$ cat config.mk
export PLATFORM = sky130hd
export DESIGN_NAME = adc_power_shutdown_control
export DESIGN_NICKNAME = d
export VERILOG_FILES = /design/src/design/adc_pwr_pkg.sv /design/src/design/line_events.sv /design/src/design/sar_converter.sv /design/src/design/adc_power_shutdown_control.sv
export SDC_FILE = /design/constraint.sdc
export NUM_CORES = 1
export LEC_CHECK = 0
export BUFFER_PORTS_ARGS = -buffer_cell sky130_fd_sc_hd__buf_4
export CAP_MARGIN = 20
export CORE_ASPECT_RATIO = 0.9
export CORE_MARGIN = 8
export CORE_UTILIZATION = 30
export CTS_CLUSTER_DIAMETER = 50
export DETAILED_ROUTE_END_ITERATION = 10
export GPL_TIMING_DRIVEN = 1
export SKIP_CTS_REPAIR_TIMING = 1
export SLEW_MARGIN = 30
export SYNTH_ARGS = -nofsm -noshare
export SYNTH_HDL_FRONTEND = slang
export SYNTH_HIERARCHICAL = 1
export SYNTH_SLANG_ARGS = --single-unit
$ cat constraint.sdc
create_clock -name clk_i -period 2.42 [get_ports clk_i]
set_input_delay 0.242 -clock clk_i [delete_from_list [all_inputs] [get_ports clk_i]]
set_output_delay 0.242 -clock clk_i [all_outputs]
set_load 0.03 [all_outputs]
$ cat src/design/adc_pwr_pkg.sv
// Shared constants and types for the converter power and reference control
package adc_pwr_pkg;
    // Clock and conversion timing
    localparam int CLK_PERIOD_PS = 5000;
    localparam int OSC_PERIOD_PS = 250000;
    localparam int STEP_CYCLES = (OSC_PERIOD_PS + CLK_PERIOD_PS - 1) / CLK_PERIOD_PS;
    localparam int REF_SETTLE_MS = 12;
    // Divide first so the product stays inside a 32-bit int
    localparam int REF_SETTLE_CYCLES = REF_SETTLE_MS * (1000000000 / CLK_PERIOD_PS);
    localparam int STEP_W = 6;
    localparam int SETTLE_W = 22;

    // Result format
    localparam int RES_BITS = 14;
    localparam int BYTE_BITS = 8;
    localparam int LOW_BITS = 6;
    localparam logic [1:0] SUB_BITS = 2'h0;
    localparam logic [3:0] BIT_LAST = 4'h8;
    localparam logic [3:0] BIT_FIRST = 4'h1;

    // Slave address
    localparam logic [2:0] ADDR_FIXED = 3'h3;

    // Reference status codes
    localparam logic [1:0] REF_OFF = 2'h0;
    localparam logic [1:0] REF_PENDING = 2'h1;
    localparam logic [1:0] REF_POWERING = 2'h2;
    localparam logic [1:0] REF_SETTLED = 2'h3;

    // Serial control states
    typedef enum logic [7:0] {
        ST_IDLE = 8'h01,
        ST_ADDR = 8'h02,
        ST_ADDR_ACK = 8'h04,
        ST_CONVERT = 8'h08,
        ST_TX_MSB = 8'h10,
        ST_ACK_MSB = 8'h20,
        ST_TX_LSB = 8'h40,
        ST_ACK_LSB = 8'h80
    } ctrl_state_type;
endpackage : adc_pwr_pkg

$ cat src/design/line_events.sv
// Start, stop and clock edge detection on the two-wire bus lines
`timescale 1ns/1ps
module line_events
    import adc_pwr_pkg::*;
(
    // Clock and reset
    input wire logic clk_i,
    input wire logic rst_i,
    // Bus lines
    input wire logic scl_i,
    input wire logic sda_i,
    // Events
    output logic start_o,
    output logic stop_o,
    output logic rise_o,
    output logic fall_o
);
    logic scl_reg;
    logic sda_reg;

    // Lines idle high
    always_ff @(posedge clk_i or posedge rst_i) begin
        if (rst_i) begin
            scl_reg <= 1'b1;
            sda_reg <= 1'b1;
        end else begin
            scl_reg <= scl_i;
            sda_reg <= sda_i;
        end
    end

    assign start_o = scl_reg & scl_i & sda_reg & ~sda_i;
    assign stop_o = scl_reg & scl_i & ~sda_reg & sda_i;
    assign rise_o = ~scl_reg & scl_i;
    assign fall_o = scl_reg & ~scl_i;
endmodule : line_events

$ cat src/design/sar_converter.sv
// Successive-approximation sequencer paced by the internal oscillator
`timescale 1ns/1ps
module sar_converter
    import adc_pwr_pkg::*;
(
    // Clock and reset
    input wire logic clk_i,
    input wire logic rst_i,
    // Control
    input wire logic start_i,
    input wire logic comparator_i,
    // Results
    output logic done_o,
    output logic [RES_BITS-1:0] dac_code_o,
    output logic [RES_BITS-1:0] result_o
);
    logic [RES_BITS-1:0] mask_reg;
    logic [STEP_W-1:0] step_reg;
    logic busy_reg;
    logic [RES_BITS-1:0] kept;

    // Comparator high means input at or above the trial level
    assign kept = comparator_i ? dac_code_o : (dac_code_o & ~mask_reg);

    always_ff @(posedge clk_i or posedge rst_i) begin
        if (rst_i) begin
            mask_reg <= '0;
            step_reg <= '0;
            busy_reg <= 1'b0;
            done_o <= 1'b0;
            dac_code_o <= '0;
            result_o <= '0;
        end else begin
            done_o <= 1'b0;
            if (start_i) begin
                busy_reg <= 1'b1;
                step_reg <= '0;
                mask_reg <= {1'b1, {(RES_BITS-1){1'b0}}};
                dac_code_o <= {1'b1, {(RES_BITS-1){1'b0}}};
            end else if (busy_reg) begin
                if (step_reg == STEP_W'(STEP_CYCLES - 1)) begin
                    step_reg <= '0;
                    mask_reg <= mask_reg >> 1;
                    dac_code_o <= kept | (mask_reg >> 1);
                    if (mask_reg[0]) begin
                        busy_reg <= 1'b0;
                        done_o <= 1'b1;
                        result_o <= kept;
                    end
                end else begin
                    step_reg <= step_reg + 1'b1;
                end
            end
        end
    end
endmodule : sar_converter

$ cat src/design/adc_power_shutdown_control.sv
// Serial slave, power sequencing and reference shutdown control
//
// Summary of operation
// - Reset leaves core and reference powered down.
// - Bus watcher always runs, even while the core sleeps.
// - Own slave address powers up the conversion core.
// - Core powers down by itself once a conversion completes.
// - Core power-down is the same in either reference mode.
// - Internal reference stays on between conversions unless shutdown armed.
// - External reference mode ignores the read/write bit.
// - Read/write 1 keeps reference on; 0 arms a pending shutdown.
// - Armed internal reference shuts down on master not-acknowledge.
// - Shut down reference disables both reference and its buffer.
// - Reference power-up starts on ninth falling edge of address.
// - Straight binary 14-bit result, step equals reference over 2^14.
// - Code transitions sit half a step above integer levels.
// - Adjust input tied to supply selects external reference mode.
// - Address is fixed 011 then four select input bits.
// - Clock line held low during conversion, released when ready.
// - Result sent high byte first, then low bits and sub bits.
`timescale 1ns/1ps
module adc_power_shutdown_control
    import adc_pwr_pkg::*;
#(
    parameter int SETTLE_CYCLES = REF_SETTLE_CYCLES
)
(
    // Clock and reset
    input wire logic clk_i,
    input wire logic rst_i,
    // Two-wire bus, enables pull the line low
    input wire logic scl_i,
    input wire logic sda_i,
    output logic scl_oe_o,
    output logic sda_oe_o,
    // Straps
    input wire logic [3:0] address_select_inputs_i,
    input wire logic reference_adjust_input_i,
    // Analog core
    input wire logic comparator_i,
    output logic [RES_BITS-1:0] dac_code_o,
    output logic dac_half_step_o,
    output logic core_power_o,
    // Reference
    output logic ref_enable_o,
    output logic ref_buffer_enable_o,
    output logic [1:0] ref_status_o,
    // Last result
    output logic [RES_BITS-1:0] result_o
);

    ////////////////////////////////////////////////////////////////////////
    // Declarations

    ctrl_state_type st_reg;
    logic [3:0] bit_cnt_reg;
    logic [BYTE_BITS-1:0] shift_reg;
    logic [BYTE_BITS-1:0] tx_reg;
    logic rw_reg;
    logic ack_reg;
    logic conv_start_reg;
    logic armed_reg;
    logic [1:0] ref_state_reg;
    logic [SETTLE_W-1:0] settle_reg;
    logic start_ev;
    logic stop_ev;
    logic rise_ev;
    logic fall_ev;
    logic sar_done;
    logic [RES_BITS-1:0] sar_result;
    logic [RES_BITS-1:0] sar_dac;
    logic addr_ninth_fall;
    logic nack_ev;
    logic ext_mode;

    // Address compare: fixed upper bits, strapped lower bits
    function automatic logic addr_match(input logic [BYTE_BITS-1:0] b,
                                        input logic [3:0] sel);
        addr_match = (b[7:5] == ADDR_FIXED) && (b[4:1] == sel);
    endfunction : addr_match

    ////////////////////////////////////////////////////////////////////////
    // Sub blocks

    line_events u_events (
        .clk_i(clk_i),
        .rst_i(rst_i),
        .scl_i(scl_i),
        .sda_i(sda_i),
        .start_o(start_ev),
        .stop_o(stop_ev),
        .rise_o(rise_ev),
        .fall_o(fall_ev)
    );

    sar_converter u_sar (
        .clk_i(clk_i),
        .rst_i(rst_i),
        .start_i(conv_start_reg),
        .comparator_i(comparator_i),
        .done_o(sar_done),
        .dac_code_o(sar_dac),
        .result_o(sar_result)
    );

    // Adjust input high means external reference
    assign ext_mode = reference_adjust_input_i;
    assign addr_ninth_fall = (st_reg == ST_ADDR_ACK) && fall_ev;
    assign nack_ev = fall_ev && !ack_reg &&
                     ((st_reg == ST_ACK_MSB) || (st_reg == ST_ACK_LSB));

    ////////////////////////////////////////////////////////////////////////
    // Serial protocol

    always_ff @(posedge clk_i or posedge rst_i) begin
        if (rst_i) begin
            st_reg <= ST_IDLE;
            bit_cnt_reg <= '0;
            shift_reg <= '0;
            tx_reg <= '0;
            rw_reg <= 1'b1;
            ack_reg <= 1'b0;
            conv_start_reg <= 1'b0;
            scl_oe_o <= 1'b0;
            sda_oe_o <= 1'b0;
            result_o <= '0;
        end else begin
            conv_start_reg <= 1'b0;
            if (start_ev) begin
                st_reg <= ST_ADDR;
                bit_cnt_reg <= '0;
                sda_oe_o <= 1'b0;
                scl_oe_o <= 1'b0;
            end else if (stop_ev) begin
                st_reg <= ST_IDLE;
                sda_oe_o <= 1'b0;
                scl_oe_o <= 1'b0;
            end else begin
                case (st_reg)
                    ST_IDLE: begin
                        sda_oe_o <= 1'b0;
                    end
                    ST_ADDR: begin
                        if (rise_ev) begin
                            shift_reg <= {shift_reg[BYTE_BITS-2:0], sda_i};
                            bit_cnt_reg <= bit_cnt_reg + 1'b1;
                        end else if (fall_ev && bit_cnt_reg == BIT_LAST) begin
                            if (addr_match(shift_reg, address_select_inputs_i)) begin
                                sda_oe_o <= 1'b1;
                                rw_reg <= shift_reg[0];
                                st_reg <= ST_ADDR_ACK;
                            end else begin
                                st_reg <= ST_IDLE;
                            end
                        end
                    end
                    ST_ADDR_ACK: begin
                        if (fall_ev) begin
                            sda_oe_o <= 1'b0;
                            scl_oe_o <= 1'b1;
                            conv_start_reg <= 1'b1;
                            st_reg <= ST_CONVERT;
                        end
                    end
                    ST_CONVERT: begin
                        if (sar_done) begin
                            scl_oe_o <= 1'b0;
                            result_o <= sar_result;
                            tx_reg <= sar_result[RES_BITS-1:LOW_BITS];
                            sda_oe_o <= ~sar_result[RES_BITS-1];
                            bit_cnt_reg <= BIT_FIRST;
                            st_reg <= ST_TX_MSB;
                        end
                    end
                    ST_TX_MSB, ST_TX_LSB: begin
                        if (fall_ev) begin
                            bit_cnt_reg <= bit_cnt_reg + 1'b1;
                            tx_reg <= tx_reg << 1;
                            if (bit_cnt_reg == BIT_LAST) begin
                                sda_oe_o <= 1'b0;
                                st_reg <= (st_reg == ST_TX_MSB) ? ST_ACK_MSB : ST_ACK_LSB;
                            end else begin
                                sda_oe_o <= ~tx_reg[BYTE_BITS-2];
                            end
                        end
                    end
                    ST_ACK_MSB: begin
                        if (rise_ev) begin
                            ack_reg <= ~sda_i;
                        end else if (fall_ev) begin
                            if (ack_reg) begin
                                tx_reg <= {result_o[LOW_BITS-1:0], SUB_BITS};
                                sda_oe_o <= ~result_o[LOW_BITS-1];
                                bit_cnt_reg <= BIT_FIRST;
                                st_reg <= ST_TX_LSB;
                            end else begin
                                st_reg <= ST_IDLE;
                            end
                        end
                    end
                    ST_ACK_LSB: begin
                        if (rise_ev) begin
                            ack_reg <= ~sda_i;
                        end else if (fall_ev) begin
                            if (ack_reg) begin
                                // Acknowledged result starts the next conversion
                                scl_oe_o <= 1'b1;
                                conv_start_reg <= 1'b1;
                                st_reg <= ST_CONVERT;
                            end else begin
                                st_reg <= ST_IDLE;
                            end
                        end
                    end
                    default: begin
                        st_reg <= ST_IDLE;
                        sda_oe_o <= 1'b0;
                        scl_oe_o <= 1'b0;
                    end
                endcase
            end
        end
    end

    ////////////////////////////////////////////////////////////////////////
    // Core power and converter outputs

    always_ff @(posedge clk_i or posedge rst_i) begin
        if (rst_i) begin
            core_power_o <= 1'b0;
            dac_code_o <= '0;
            dac_half_step_o <= 1'b0;
        end else begin
            dac_code_o <= sar_dac;
            dac_half_step_o <= core_power_o;
            if (st_reg == ST_ADDR && fall_ev && bit_cnt_reg == BIT_LAST &&
                addr_match(shift_reg, address_select_inputs_i)) begin
                core_power_o <= 1'b1;
            // Acked result wakes core for next conversion
            end else if (st_reg == ST_ACK_LSB && fall_ev && ack_reg) begin
                core_power_o <= 1'b1;
            end else if (sar_done || st_reg == ST_IDLE) begin
                core_power_o <= 1'b0;
            end
        end
    end

    ////////////////////////////////////////////////////////////////////////
    // Internal reference control

    always_ff @(posedge clk_i or posedge rst_i) begin
        if (rst_i) begin
            ref_state_reg <= REF_OFF;
            armed_reg <= 1'b0;
            settle_reg <= '0;
        end else if (ext_mode) begin
            // Direction bit ignored, internal reference off
            ref_state_reg <= REF_OFF;
            armed_reg <= 1'b0;
            settle_reg <= '0;
        end else if (nack_ev && armed_reg) begin
            ref_state_reg <= REF_OFF;
            armed_reg <= 1'b0;
        end else begin
            if (addr_ninth_fall) begin
                // Bit 0 arms, bit 1 disarms
                armed_reg <= ~rw_reg;
            end
            case (ref_state_reg)
                REF_OFF: begin
                    if (addr_ninth_fall) begin
                        ref_state_reg <= REF_POWERING;
                        settle_reg <= '0;
                    end
                end
                REF_POWERING: begin
                    if (settle_reg >= SETTLE_W'(SETTLE_CYCLES - 1)) begin
                        ref_state_reg <= REF_SETTLED;
                    end else begin
                        settle_reg <= settle_reg + 1'b1;
                    end
                end
                REF_SETTLED: begin
                    ref_state_reg <= REF_SETTLED;
                end
                default: begin
                    ref_state_reg <= REF_OFF;
                end
            endcase
        end
    end

    // Outputs lag the state by one cycle so they come from flops
    always_ff @(posedge clk_i or posedge rst_i) begin
        if (rst_i) begin
            ref_enable_o <= 1'b0;
            ref_buffer_enable_o <= 1'b0;
            ref_status_o <= REF_OFF;
        end else begin
            ref_enable_o <= (ref_state_reg != REF_OFF) && !ext_mode;
            ref_buffer_enable_o <= (ref_state_reg != REF_OFF) && !ext_mode;
            if (ref_state_reg != REF_OFF && armed_reg) begin
                ref_status_o <= REF_PENDING;
            end else begin
                ref_status_o <= ref_state_reg;
            end
        end
    end

endmodule : adc_power_shutdown_control

==> run metrics <==
status finished, final reports clean; NumNets Final 779; Clk Latency, worst-skew pair approximately 0.43 ns; sink of the worst hold path ref_buffer_enable_o$_DFF_PP0_; Post-DP HPWL 12.2 mm; Sw Share 0.266; DP Cell Count 1044; vias in the first global route 5510; worst min-delay path class in -> reg; area delta synth->final 23.5%; Post-synth EDFFs 0; min-delay src reference_adjust_input_i; capturing point of the worst reg2reg path st_reg[6]$_DFFE_PP0P_; fin crit share 0.983; Crit Reg-Reg Startpoint st_reg[5]$_DFFE_PP0P_; worst path required time about 2.7 ns; post-synth cell types 65; maximum vdd drop 0.447 mV; All-Layer GR Usage 0.127; metal2 WL 8.14 mm; top cells by area, synth dfrtp_1 50%, mux2_2 5.5%, o21ai_0 4.0%, nor2_1 2.8%, inv_1 2.4%; register area share after synthesis 0.512; Worst-Margin Slew 0.713 ns; fin util 0.372; Sink Count between 100 and 150; commonest cells after routing, fill and taps aside 138 x dfrtp_1, 99 x buf_4, 54 x o21ai_0, 49 x nor2_1, 43 x inv_1; antenna-violating nets left 0; post-route insts no fill around 1100; ANT cells 0; Main synth FF type dfrtp_1; first drt pass iteration count 5; uppermost layer routed met4; DR WL/cell 16.3 um; global placement routability congestion 0.902; Critical Path End Type flop; Power Density 655 mW/mm2; max reg flops 22; Clk network pwr share 0.467; Setup Viol. Count Final 0; top cell type's share of synthesized area 0.496; share of cells above drive strength 1 0.255; DR iter-0 viols just under 600; Int Power 4.13 mW; switching power around 1.5 mW; Met3 Wirelength roughly 940 um; CTS root buffer clkbuf_16; Post-Syn Area around 0.0070 mm2; area leader, netlist dfrtp_1; fin area 0.00859 mm2; core area 0.0231 mm2; Worst setup SP type flop; CTS H-tree lvls 4; post-route setup TNS 0 ns; Syn Inst Count 680; Critical Setup Path Class reg -> reg; vias per cell 5.15; Die Area about 0.028 mm2; Die Wd between 150 and 200 um; Port Buffers 45; Max Slew Vio Count 0; WL final 17.6 mm; Fmax achieved 420 MHz; Flop pwr share 0.438; Crit path arrival time ~2.7 ns; IO Pins 46; wl on met1 8.17 mm; Initial Utilization 0.301; grt total ovfl 0; yosys warns 6; syn avg cell area 10.2 um2; Lkg Pwr 3.99 nW; Reg2Reg Depth 7; initial antenna violation count 0; R2R setup slack 0.04 ns; pin count of the biggest net entering global routing between 50 and 60; Async SR Flop Fraction 1.00; first-pass GRT wire length about 29 mm; CP max FO 11; combinational share of power 0.095; Max Cap Viol 0; Worst-path clk slew 0.06 ns; row count 53; Power Total 5.63 mW; cts bufs inserted 17; minimum clock period 2.38 ns; Synth Net Count 695; #FFs+latches synth 142; dpl cell area 0.00794 mm2; Slew headroom 0.522; CTS tree yes; routed vias 5558; Min-Delay Path Depth 2; final routed DRC violation total 0; Die Height approximately 160 um; Final Hold Violating Endpoints 0; Setup Skew about 0.016 ns; RSZ-0062 raised after global routing true; most common cell after layout, fill and taps aside dfrtp_1; clock buffer depth 2
==> how the worst max path moves through the flow <==
stage	depth (start not counted)	slack, ns	endpoint	start
6_report	7	0.04	st_reg[6]$_DFFE_PP0P_	st_reg[5]$_DFFE_PP0P_
5_1_grt	8	-0.03	st_reg[7]$_DFFE_PP0P_	st_reg[5]$_DFFE_PP0P_
4_1_cts	6	-0.05	rw_reg$_DFFE_PP1P_	st_reg[4]$_DFFE_PP0P_
3_5_place_dp	6	-0.04	rw_reg$_DFFE_PP1P_	st_reg[4]$_DFFE_PP0P_
3_3_place_gp	6	-0.11	tx_reg[0]$_DFFE_PP0P_	st_reg[5]$_DFFE_PP0P_
2_1_floorplan	8	-0.11	st_reg[6]$_DFFE_PP0P_	st_reg[0]$_DFFE_PP1P_
==> worst max-delay path, cell delays in order (launching register included) <==
cell and delay, ns:
dfrtp_1 0.38, buf_4 0.18, or3_4 0.40, or3_4 0.34
or3_1 0.33, and4_4 0.20, and3_4 0.17, a32o_1 0.26
==> Yosys cell counts, types with 10 or more instances <==
library cell / number
a21oi_1: 23
mux2i_1: 15
mux2_2: 34
nand2b_1: 10
nand2_1: 39
a31oi_1: 14
nor2b_1: 13
clkbuf_1: 23
a32o_1: 15
nor3_1: 14
nand4_1: 24
dfrtp_1: 138
o31ai_1: 13
inv_1: 45
nor2_1: 51
nand3_1: 23
o21ai_0: 55
==> power groups by stage <==
stage / Combinational (mW) / Sequential (mW) / Clock, mW
4_1_cts: 0.522 / 2.46 / 2.70
3_3_place_gp: 0.527 / 2.51 / 0
3_5_place_dp: 0.518 / 2.51 / 0
5_1_grt: 0.590 / 2.47 / 2.81
6_report: 0.533 / 2.46 / 2.63
2_1_floorplan: 0.343 / 2.50 / 0
==> cell families (layout without fill, tap and decap cells) <==
kind of cell / Yosys count / in the layout / synth area share
simple gates: 229 / 229 / 0.184
buf+inv: 85 / 182 / 0.0550
flops: 142 / 142 / 0.512
compound gates: 161 / 161 / 0.153
fa+ha+maj: 5 / 5 / 0.00899
xor+xnor: 9 / 9 / 0.0113
mux: 49 / 49 / 0.0766
==> stage by stage <==
stage	setup WS, ns	hold WS (ns)
5_1_grt	-0.0332	0.146
2_1_floorplan	-0.108	0.154
4_1_cts	-0.0539	-0.130
6_report	0.0401	0.139
3_3_place_gp	-0.105	0.321
3_5_place_dp	-0.0406	0.320
==> routing by layer <==
metal	track usage	up-vias
li1	-	2652
met1	0.172	2709
met2	0.195	166
met3	0.0296	31
met4	0.0451	0
met5	0	-
==> area by class of cell <==
| cell class | instances | area [um2] |
|---|---|---|
| flip-flops and latches | 142 | 3560 |
| multi-input cells | 453 | 3060 |
| inverters | 45 | 173 |
| fillers | 2333 | 14500 |
| repair buffers | 105 | 833 |
| clock inverters | 15 | 165 |
| clock buffers | 17 | 425 |
| well taps | 302 | 378 |
No activity file was read; power rests on OpenSTA's default activity.
